===== config.mk =====
export PLATFORM = sky130hd
export DESIGN_NAME = nvpe_sequencer
export DESIGN_NICKNAME = d
export VERILOG_FILES = /design/src/rtl/nvpe_sequencer.v
export VERILOG_INCLUDE_DIRS = /design/src /design/src/pkg
export SDC_FILE = /design/constraint.sdc
export NUM_CORES = 1
export LEC_CHECK = 0
export BUFFER_PORTS_ARGS = -buffer_cell sky130_fd_sc_hd__buf_2
export CORE_ASPECT_RATIO = 1.5
export CORE_MARGIN = 2
export CORE_UTILIZATION = 55
export DETAILED_ROUTE_END_ITERATION = 6
export PLACE_DENSITY = 0.75
export SLEW_MARGIN = 20
export SYNTH_ARGS = -nofsm -noshare
export SYNTH_HDL_FRONTEND = slang
export SYNTH_SLANG_ARGS = --single-unit
export TNS_END_PERCENT = 20

===== constraint.sdc =====
create_clock -name clk_i -period 2.5 [get_ports clk_i]
set_input_delay 0.25 -clock clk_i [delete_from_list [all_inputs] [get_ports clk_i]]
set_output_delay 0.25 -clock clk_i [all_outputs]
set_load 0.1 [all_outputs]

===== src/pkg/nvpe_consts.vh =====
/*
 * Constants of the flash program/erase command sequencer: register
 * offsets, field positions, command codes and state codes.
 * Assumes inclusion by bare name from the design file.
 */
`ifndef NVPE_CONSTS_VH
`define NVPE_CONSTS_VH

// Register offsets (word address on the plain register port)
`define NVPE_OFS_STATUS   4'h0
`define NVPE_OFS_INDEX    4'h1
`define NVPE_OFS_PARAM    4'h2
`define NVPE_OFS_CTRL     4'h3
`define NVPE_OFS_SECURE   4'h4

// Status bits
`define NVPE_ST_CCF       7
`define NVPE_ST_ACC       5
`define NVPE_ST_PROT      4
`define NVPE_ST_VERR      1
`define NVPE_ST_UNC       0

// Control bits
`define NVPE_CT_MODEOK    0
`define NVPE_CT_FLPROT    1
`define NVPE_CT_EEPROT    2
`define NVPE_CT_SECPROT   3

// Command codes
`define NVPE_CMD_ONCE     8'h07
`define NVPE_CMD_ALL      8'h08
`define NVPE_CMD_BLOCK    8'h09
`define NVPE_CMD_SECTOR   8'h0a
`define NVPE_CMD_UNSEC    8'h0b

// Required parameter index at launch
`define NVPE_IX_ONCE      3'h5
`define NVPE_IX_NONE      3'h0
`define NVPE_IX_ADDR      3'h1

// Parameter slots
`define NVPE_SLOT_CMD     3'h0
`define NVPE_SLOT_ADDR    3'h1
`define NVPE_SLOT_DATA    3'h2

// Phrase index range, all-ones phrase and erased word
`define NVPE_PHRASE_MAX   16'h0007
`define NVPE_WORD_ONES    16'hffff

// Sequencer states
`define NVPE_S_IDLE       3'h0
`define NVPE_S_CHECK      3'h1
`define NVPE_S_WORK       3'h2
`define NVPE_S_VERIFY     3'h3
`define NVPE_S_DONE       3'h4

// Default work time in clock cycles
`define NVPE_WORK_CYCLES  8
`define NVPE_CNT_ONE      16'h0001

`endif


===== src/rtl/nvpe_sequencer.v =====
/*
 * Flash program-once / erase / unsecure command sequencer.
 * Holds the indexed command parameter words, checks each launch and
 * walks check, work and verify steps against an array model port.
 * Assumes a single-cycle register master with reads answered one
 * cycle later, inputs synchronous to clk_i.
 */
// Chosen here: the plain strobed port and the placing of the registers.
// Functional notes
// - program-once checks erased, programs, verifies; complete stays low.
// - phrase index above 7 raises access error, command skipped.
// - program-once needs parameter index 101 at launch.
// - reprogramming a phrase is refused unless it was all ones.
// - flash reads return invalid data during program-once.
// - verify faults set verify error and uncorrectable flags.
// - erase-all is code 08, parameter index must be 000.
// - erase-all erases everything, verifies, unsecures only on success.
// - erase-all and unsecure refused with protection flag if protected; here only NVPE_CT_FLPROT or NVPE_CT_EEPROT refuse them, not NVPE_CT_SECPROT.
// - erase-block code 09, index 001, address bit 23 picks block.
// - bad address 22:16 is access error; protected block flagged.
// - erase-sector code 0a, index 001, sector holding the address.
// - sector address bits 1:0 nonzero is access error; protection flagged.
// - unsecure code 0b, index 000; failed verify keeps security.
// - clearing complete launches; complete sets only when fully done.
// - command not allowed in current mode raises access error.
`timescale 1ns/100ps
`include "nvpe_consts.vh"

module nvpe_sequencer #(
    parameter WORK_CYCLES = `NVPE_WORK_CYCLES,
    parameter BLOCK_HI_OK = 8'h00
) (
    input  wire        clk_i,
    input  wire        rstn_i,
    input  wire [3:0]  addr_i,
    input  wire [15:0] wdata_i,
    input  wire        wr_i,
    input  wire        rd_i,
    output reg  [15:0] rdata_o,
    input  wire        verify_fail_i,
    input  wire        verify_uncorr_i,
    input  wire [15:0] flash_data_i,
    output reg  [15:0] flash_rdata_o,
    output wire        secured_o,
    output wire        busy_o
);

    localparam IDLE   = `NVPE_S_IDLE;
    localparam CHECK  = `NVPE_S_CHECK;
    localparam WORK   = `NVPE_S_WORK;
    localparam VERIFY = `NVPE_S_VERIFY;
    localparam DONE   = `NVPE_S_DONE;

    reg [15:0] command_param_word [0:5];
    reg [2:0]  param_index;
    reg        command_complete_flag;
    reg        access_error_flag;
    reg        protection_violation_flag;
    reg        verify_error_flag;
    reg        uncorrectable_verify_flag;
    reg [3:0]  ctrl;
    reg        secured;
    reg [2:0]  state;
    reg [15:0] cnt;
    reg [7:0]  once_done;
    reg [7:0]  once_ones;
    reg [7:0]  cur_cmd;

    wire [7:0]  cmd_code = command_param_word[`NVPE_SLOT_CMD][15:8];
    wire [7:0]  addr_hi  = command_param_word[`NVPE_SLOT_CMD][7:0];
    wire [15:0] addr_lo  = command_param_word[`NVPE_SLOT_ADDR];
    wire [2:0]  phrase   = addr_lo[2:0];
    wire        mode_ok  = ctrl[`NVPE_CT_MODEOK];
    wire        any_prot = ctrl[`NVPE_CT_FLPROT] | ctrl[`NVPE_CT_EEPROT];
    wire        launch   = wr_i && addr_i == `NVPE_OFS_STATUS &&
                           wdata_i[`NVPE_ST_CCF] && command_complete_flag;
    wire [15:0] status_word = {8'h00, command_complete_flag, 1'b0,
                               access_error_flag, protection_violation_flag,
                               2'b00, verify_error_flag,
                               uncorrectable_verify_flag};

    // Program data all ones, needed for the re-program exception
    function ones4;
        input [15:0] w0, w1, w2, w3;
        begin
            ones4 = (w0 & w1 & w2 & w3) == `NVPE_WORD_ONES;
        end
    endfunction

    // Launch-time access checks per command
    function acc_bad;
        input [7:0]  code;
        input [2:0]  ix;
        input [7:0]  ahi;
        input [15:0] alo;
        input        mok;
        input        prog_done;
        input        prog_ones;
        begin
            acc_bad = !mok;
            case (code)
                `NVPE_CMD_ONCE:
                    acc_bad = acc_bad || ix != `NVPE_IX_ONCE
                        || alo > `NVPE_PHRASE_MAX
                        || (prog_done && !prog_ones);
                `NVPE_CMD_ALL, `NVPE_CMD_UNSEC:
                    acc_bad = acc_bad || ix != `NVPE_IX_NONE;
                `NVPE_CMD_BLOCK:
                    acc_bad = acc_bad || ix != `NVPE_IX_ADDR
                        || ahi[6:0] != BLOCK_HI_OK[6:0];
                `NVPE_CMD_SECTOR:
                    acc_bad = acc_bad || ix != `NVPE_IX_ADDR
                        || ahi[6:0] != BLOCK_HI_OK[6:0]
                        || alo[1:0] != 2'b00;
                default:
                    acc_bad = 1'b1;
            endcase
        end
    endfunction

    // Protection check; block selector is address bit 23
    function prot_bad;
        input [7:0] code;
        input [7:0] ahi;
        input [3:0] c;
        begin
            case (code)
                `NVPE_CMD_ALL, `NVPE_CMD_UNSEC:
                    prot_bad = c[`NVPE_CT_FLPROT] |
                               c[`NVPE_CT_EEPROT];
                `NVPE_CMD_BLOCK:
                    prot_bad = ahi[7] ? c[`NVPE_CT_EEPROT]
                                      : c[`NVPE_CT_FLPROT];
                `NVPE_CMD_SECTOR:
                    prot_bad = c[`NVPE_CT_SECPROT];
                default:
                    prot_bad = 1'b0;
            endcase
        end
    endfunction

    assign secured_o = secured;
    assign busy_o    = !command_complete_flag;

    // Register writes into the parameter file; blocked while busy
    integer i;
    always @(posedge clk_i or negedge rstn_i) begin
        if (!rstn_i) begin
            for (i = 0; i < 6; i = i + 1)
                command_param_word[i] <= 16'h0000;
            param_index <= 3'h0;
            ctrl        <= 4'h0;
        end else if (wr_i && command_complete_flag) begin
            case (addr_i)
                `NVPE_OFS_INDEX:
                    param_index <= wdata_i[2:0];
                `NVPE_OFS_PARAM:
                    if (param_index <= `NVPE_IX_ONCE)
                        command_param_word[param_index] <= wdata_i;
                `NVPE_OFS_CTRL:
                    ctrl <= wdata_i[3:0];
                default: ;
            endcase
        end
    end

    // Read port, data one cycle after the strobe
    always @(posedge clk_i or negedge rstn_i) begin
        if (!rstn_i) begin
            rdata_o <= 16'h0000;
        end else if (rd_i) begin
            case (addr_i)
                `NVPE_OFS_STATUS: rdata_o <= status_word;
                `NVPE_OFS_INDEX:  rdata_o <= {13'h0000, param_index};
                `NVPE_OFS_PARAM:  rdata_o <= (param_index <= `NVPE_IX_ONCE)
                                  ? command_param_word[param_index] : 16'h0000;
                `NVPE_OFS_CTRL:   rdata_o <= {12'h000, ctrl};
                `NVPE_OFS_SECURE: rdata_o <= {15'h0000, secured};
                default:          rdata_o <= 16'h0000;
            endcase
        end else begin
            rdata_o <= 16'h0000;
        end
    end

    // Flash reads blanked while program-once is running
    always @(posedge clk_i or negedge rstn_i) begin
        if (!rstn_i)
            flash_rdata_o <= 16'h0000;
        else if (!command_complete_flag && cur_cmd == `NVPE_CMD_ONCE)
            flash_rdata_o <= `NVPE_WORD_ONES;
        else
            flash_rdata_o <= flash_data_i;
    end

    // Command state machine and status flags
    always @(posedge clk_i or negedge rstn_i) begin
        if (!rstn_i) begin
            state                     <= IDLE;
            cnt                       <= 16'h0000;
            command_complete_flag     <= 1'b1;
            access_error_flag         <= 1'b0;
            protection_violation_flag <= 1'b0;
            verify_error_flag         <= 1'b0;
            uncorrectable_verify_flag <= 1'b0;
            secured                   <= 1'b1;
            once_done                 <= 8'h00;
            once_ones                 <= 8'h00;
            cur_cmd                   <= 8'h00;
        end else begin
            case (state)
                IDLE: begin
                    if (launch) begin
                        command_complete_flag     <= 1'b0;
                        access_error_flag         <= 1'b0;
                        protection_violation_flag <= 1'b0;
                        verify_error_flag         <= 1'b0;
                        uncorrectable_verify_flag <= 1'b0;
                        cur_cmd                   <= cmd_code;
                        state                     <= CHECK;
                    end
                end
                CHECK: begin
                    // Errors end the command without touching the array
                    if (acc_bad(cur_cmd, param_index, addr_hi, addr_lo,
                                mode_ok, once_done[phrase],
                                once_ones[phrase])) begin
                        access_error_flag <= 1'b1;
                        state             <= DONE;
                    end else if (prot_bad(cur_cmd, addr_hi, ctrl)) begin
                        protection_violation_flag <= 1'b1;
                        state                     <= DONE;
                    end else begin
                        cnt   <= WORK_CYCLES[15:0];
                        state <= WORK;
                    end
                end
                WORK: begin
                    // Erase or program step, fixed stand-in duration
                    if (cnt == `NVPE_CNT_ONE)
                        state <= VERIFY;
                    cnt <= cnt - `NVPE_CNT_ONE;
                end
                VERIFY: begin
                    verify_error_flag         <= verify_fail_i;
                    uncorrectable_verify_flag <= verify_uncorr_i;
                    if (!verify_fail_i) begin
                        if (cur_cmd == `NVPE_CMD_ALL ||
                            cur_cmd == `NVPE_CMD_UNSEC)
                            secured <= 1'b0;
                        if (cur_cmd == `NVPE_CMD_ONCE) begin
                            once_done[phrase] <= 1'b1;
                            once_ones[phrase] <= ones4(
                                command_param_word[2], command_param_word[3],
                                command_param_word[4], command_param_word[5]);
                        end
                    end
                    state <= DONE;
                end
                DONE: begin
                    command_complete_flag <= 1'b1;
                    state                 <= IDLE;
                end
                default: state <= IDLE;
            endcase
        end
    end

endmodule


==> results of run 1 <==
cell families after synthesis:
logic type                 count (synthesis)
AOI/OAI and AO/OA                         77
xor gates and xnor gates                  14
adders and majority gates                  2
buffers and inverters                     42
DFF                                      184
muxes                                    150
and+or+nand+nor                          182
layer usage:
metal / global-route usage, % / wire (um)
met3: 4.59 / 916
met5: 0 / 0
met4: 13.5 / 851
met2: 46.0 / 10800
met1: 31.2 / 7760
flip-flops by register name, summed over array words and instances, names as in the netlist, 4 cells and up:
name / cells
flash_rdata_o: 16
once_ones: 8
cnt: 16
addr_hi: 8
ctrl: 4
once_done: 8
rdata_o: 16
cmd_code: 8
addr_lo: 16
command_param_word: 64
cur_cmd: 8
where the power goes:
| group | switching, uW | total, uW | internal, uW |
|---|---|---|---|
| clock | 1260 | 2620 | 1360 |
| combinational | 224 | 293 | 69.0 |
| sequential | 4.05 | 2990 | 2990 |
through the flow:
stage	hold WS, ns	cell area [um2]	utilization [%]	instances	setup WS, ns
CTS	0.000822	9880	65.6	971	0.157
detailed placement	0.344	9200	61.0	929	0.190
global placement	0.323	9200	61.0	929	0.251
finish	0.00466	9880	65.6	971	0.158
floorplan	-0.0456	8430	-	651	0.353
global route	0.000676	9880	65.6	971	0.0528
final timing paths:
check,start,end
max in group asynchronous,rstn_i,command_param_word[7]
max,addr_lo[0],state[2]
min,flash_data_i[2],flash_rdata_o[2]
max reg2reg,addr_lo[0],state[2]
min reg2reg,secured_o,secured_o
min in group asynchronous,rstn_i,command_param_word[2]
repair_timing:
| item | in CTS | in global routing |
|---|---|---|
| endpoints found under the hold margin | 78 | 0 |
| setup buffers | 0 | 0 |
| hold buffers | 10 | 0 |
cell type report:
cell class	count	area, um2
clock buffers	18	439
clock inverters	14	149
fillers	1095	5190
inverters	12	45.0
multi-input cells	425	3620
flip-flops and latches	184	4610
well taps	199	249
repair buffers	119	774
cells in the mapped netlist (all sizes together), types with 6 or more instances:
cell / count / share of area [%]
dfrtp: 182 / 54
mux2: 120 / 16
nor2: 38 / 1.8
nand2: 31 / 1.4
a21oi: 22 / 1.8
o21ai: 21 / 1.2
mux4: 20 / 5.3
nand4: 20 / 1.5
or2: 18 / 1.3
buf: 16 / 1.2
clkbuf: 14 / 0.62
nor4: 14 / 1.0
nand3: 12 / 0.83
a22oi: 11 / 0.98
nand2b: 11 / 0.82
inv: 10 / 0.45
mux2i: 10 / 1.2
nor3: 9 / 0.65
xnor2: 7 / 0.73
xor2: 7 / 0.73
o22ai: 6 / 0.45
==> flow_summary.json, run 1 <==
{
  "setup_viol": 0,
  "top_level_ports": 76,
  "synth-seq-area-share_pct": 54.7,
  "worst_pin_slew_ns": 0.734,
  "diodes": 0,
  "synth_top_family_by_area": "multiplexers",
  "hold_viol": 0,
  "cts-root-buf": "clkbuf_16",
  "async_flop_share_pct": 100,
  "htree_levels": 4,
  "hold_depth": 2,
  "syn_nets": 695,
  "areaGrowthSynthToFinish_pct": 17.3,
  "ir_drop_v": 0.000399,
  "slew_headroom_pct": 51.1,
  "clk_path_buf_depth": 2,
  "cp-end-kind": "flop",
  "num_rows": 55,
  "critical_path.top_delay_family": "compound AO/OA/AOI/OAI gates",
  "layout-drive-gt1-share_pct": 41.8,
  "crit_cells": 5,
  "power_uw": 5910,
  "grt_first_pass_wirelength_um": 32800,
  "start_util_pct": 55.9,
  "die_w_um": 105,
  "cp_num_buf_inv": 0,
  "drv_cap": 0,
  "hpwlAfterDp_um": 14500,
  "finalCriticalPeriod_ns": 2.34,
  "cts.reportedPaths.clkPinSlew_ns": 0.07,
  "drv_slew": 0,
  "ys_warn_count": 0,
  "synthMuxAreaShare_pct": 22.6,
  "rrSetupSlack_ns": 0.16,
  "antenna_found_initial": 0,
  "wirelength_um": 20400,
  "clk_latency_ns": 0.44,
  "power_density_nw_per_um2": 598,
  "first_iter_violations": 355,
  "nets": 803,
  "postSynthAreaPerCell_um2": 12.9,
  "grt.overflow.total": 0,
  "design.core.area_um2": 15100,
  "ctsResizeCount": 0,
  "synthSimpleGateAreaFrac_pct": 12.1,
  "synth_cell_types": 67,
  "grt_setup_unrepaired": "no",
  "path_cells": "mux4_2 -> mux2_2 -> a2111oi_4 -> o21ba_4 -> a31oi_1",
  "synth_xor_area_share_pct": 1.46,
  "cp_max_fo": 15,
  "grt_pass1_vias": 6213,
  "grt_start_max_net_pins": 75,
  "status": "finished, final reports clean",
  "reg2reg_depth": 5,
  "globalplace.congestion": 0.877,
  "cts_tree": "yes",
  "cpMaxStageDelayCell": "mux4_2",
  "synth_fa_ha_area_share_pct": 0.297,
  "setup_tns_ns": 0,
  "layout_common_cells": "182 x dfrtp_1, 119 x mux2_2, 74 x buf_2, 36 x nor2_1, 31 x buf_4",
  "first_pass_iters": 5,
  "syn_inst": 651,
  "cp_slowest_stage_delay_ns": 0.53,
  "synthFlopType": "dfrtp_1",
  "worstPathArrival_ns": 2.64,
  "hold_class": "input pin to flop",
  "fp.dieArea_um2": 16300,
  "vias_per_cell": 6.01,
  "timing.fmax_mhz": 427,
  "synth_edf_count": 0,
  "remaining_drc_errors": 0,
  "die_h_um": 156,
  "synth_seq_cells": 184,
  "crit_type": "flop to flop",
  "startpoint_type": "flop",
  "clkSinkCount": 184,
  "cts_buffers": 17,
  "track_usage_pct": 26.3,
  "numPortBuffers": 75,
  "synth-compound-area-share_pct": 6.52,
  "wl_per_cell_um": 21.0,
  "fin_crit_sh_pct": 93.7,
  "vias": 5834,
  "mostFrequentLayoutCell": "dfrtp_1",
  "fin_skew_ns": 0.0133,
  "p_leak_uw": 0.00470,
  "syn_area_um2": 8430,
  "ant_nets": 0,
  "cp_data_required_time_ns": 2.80
}
Power figures use the tool's default switching activity.
==> inputs of run 2 (changes only) <==
Settings changed: GPL_TIMING_DRIVEN from default to 0.
==> run 2 against run 1 <==
Setup slack worse by 0.086 ns. Clock power is 2% higher. Global-route usage is 0.15 points lower. Largest cell class unchanged. Sequential power hardly changed. First-iteration DRC count is 1.1% higher. Clock skew hardly changed. Sequential share of layout area is 0.46 points higher. Via count is 0.55% lower. Register-to-register slack worse by 0.09 ns. Wire length is 0.53% lower. Critical path depth is 1 higher. Maximum frequency is 3.6% lower.
==> flow_summary.json, run 2 (same netlist as run 1, synthesis figures left out) <==
{
  "fin_crit_sh_pct": 97.1,
  "place_area_um2": 9090,
  "grt_first_pass_wirelength_um": 32900,
  "critical_path.top_delay_family": "simple AND/OR/NAND/NOR gates",
  "p_leak_uw": 0.00462,
  "htree_levels": 4,
  "clk_path_buf_depth": 2,
  "layout_common_cells": "182 x dfrtp_1, 119 x mux2_2, 84 x buf_2, 35 x nor2_1, 30 x nand2_1",
  "clk_latency_ns": 0.44,
  "power_density_nw_per_um2": 608,
  "design.core.area_um2": 15100,
  "cp_data_required_time_ns": 2.82,
  "fin_skew_ns": 0.0137,
  "top_level_ports": 76,
  "grt.overflow.total": 0,
  "cp-end-kind": "flop",
  "cp_num_buf_inv": 3,
  "worst_pin_slew_ns": 0.898,
  "cts_buffers": 17,
  "cts-root-buf": "clkbuf_16",
  "num_rows": 55,
  "largest_reg_flops": 64,
  "grt_pass1_vias": 6232,
  "wirelength_um": 20300,
  "cpMaxStageDelayCell": "nor2_2",
  "vias_per_cell": 6.00,
  "cts_tree": "yes",
  "mostFrequentLayoutCell": "dfrtp_1",
  "hpwlAfterDp_um": 14300,
  "startpoint_type": "flop",
  "final_cell_area_um2": 9790,
  "cts.reportedPaths.clkPinSlew_ns": 0.07,
  "timing.fmax_mhz": 412,
  "die_h_um": 156,
  "finalCriticalPeriod_ns": 2.43,
  "layout-drive-gt1-share_pct": 40.0,
  "setup_tns_ns": 0,
  "ir_drop_v": 0.000428,
  "vias": 5802,
  "hold_class": "input pin to flop",
  "timing.hold.ws_ns": 0.0112,
  "areaGrowthSynthToFinish_pct": 16.1,
  "wl_per_cell_um": 20.9,
  "clkSinkCount": 184,
  "grt_start_max_net_pins": 95,
  "hold_viol": 0,
  "cp_max_fo": 10,
  "drv_cap": 0,
  "start_util_pct": 55.9,
  "status": "finished, final reports clean",
  "remaining_drc_errors": 0,
  "fillers": 1115,
  "antenna_found_initial": 0,
  "die_w_um": 105,
  "first_pass_iters": 5,
  "top_register": "command_param_word",
  "ant_nets": 0,
  "grt_setup_unrepaired": "yes",
  "slew_headroom_pct": 38.6,
  "diodes": 0,
  "globalplace.congestion": 0.855,
  "fp.dieArea_um2": 16300,
  "setup_viol": 0,
  "track_usage_pct": 26.2,
  "cp_slowest_stage_delay_ns": 0.54,
  "nets": 800,
  "drv_slew": 0,
  "numPortBuffers": 75,
  "path_cells": "buf_4 -> clkinv_1 -> nor2_2 -> nand2_2 -> buf_2 -> mux2_2",
  "first_iter_violations": 359,
  "crit_type": "flop to flop",
  "worstPathArrival_ns": 2.75
}
run 2: cell count changes in the layout (fill, tap and decap cells not counted), moves of 2 or more:
cell	previous run	this run
buf_2	74	84
buf_12	3	0
clkbuf_1	0	13
clkinv_4	4	2
buf_8	0	2
buf_4	31	4
clkinvlp_4	1	3
run 2: stage by stage:
| stage | utilization, % | cells | power, uW | worst slack [ns] |
|---|---|---|---|---|
| finish | 64.9 | 967 | 5950 | 0.0714 |
| global route | 64.9 | 967 | 6130 | -0.0372 |
| CTS | 64.8 | 965 | 5980 | 0.0533 |
| detailed placement | 60.3 | 926 | 3330 | -0.230 |
| global placement | 60.1 | 925 | 3310 | -1.54 |
| floorplan | - | 651 | 3180 | 0.353 |
run 2: timing repair:
| action | in CTS | in global routing |
|---|---|---|
| endpoints found under the hold margin | 96 | 1 |
| gates resized for setup | 2 | 2 |
| pin swaps | 0 | 1 |
| setup endpoints to repair | 24 | 21 |
| buffers inserted | 0 | 1 |
| hold buffers | 9 | 1 |
run 2: worst reg2reg max path: cells and delay by family, from the launching register on:
kind	cells	cell delay (ns)
buffers and inverters	3	0.80
flip-flops	1	0.39
multiplexers	1	0.32
AND/OR/NAND/NOR	2	0.83
run 2: cell type report:
class,instances,area (um2),area share (%)
buffer,29,153,1.56
clock buffer,17,425,4.35
clock inverter,14,160,1.64
inverter,12,45.0,0.460
multi-input combinational,425,3630,37.1
sequential,184,4610,47.1
tap,199,249,2.54
timing repair buffer,87,520,5.32
run 2: power by group:
part / total [uW] / switching, uW / internal (uW)
clock network: 2670 / 1260 / 1420
logic: 288 / 223 / 65.2
registers: 2990 / 3.80 / 2990
total: 5950 / 1480 / 4470
run 2: worst paths after layout:
| path | slack, ns | startpoint | cells past startpoint | endpoint |
|---|---|---|---|---|
| max | 0.07 | param_index[1] | 6 | command_param_word[38] |
| min | 0.01 | flash_data_i[8] | 2 | flash_rdata_o[8] |
| max reg2reg | 0.07 | param_index[1] | 6 | command_param_word[38] |
| min reg2reg | 0.47 | once_done[7] | 1 | once_done[7] |
| max in group asynchronous | 1.18 | rstn_i | 3 | rdata_o[4] |
| min in group asynchronous | 0.42 | rstn_i | 2 | once_done[0] |
run 2: layer usage:
metal  vias to the layer above  share of wire, %  wire, um  global-route usage [%]
met4                         0               2.8       573                    10.8
met2                       189                54     10900                    46.9
met3                        40               3.7       756                    4.59
met1                      2970                39      7980                    31.2
li1                       2603                 -         -                       -
met5                         -                 0         0                       0
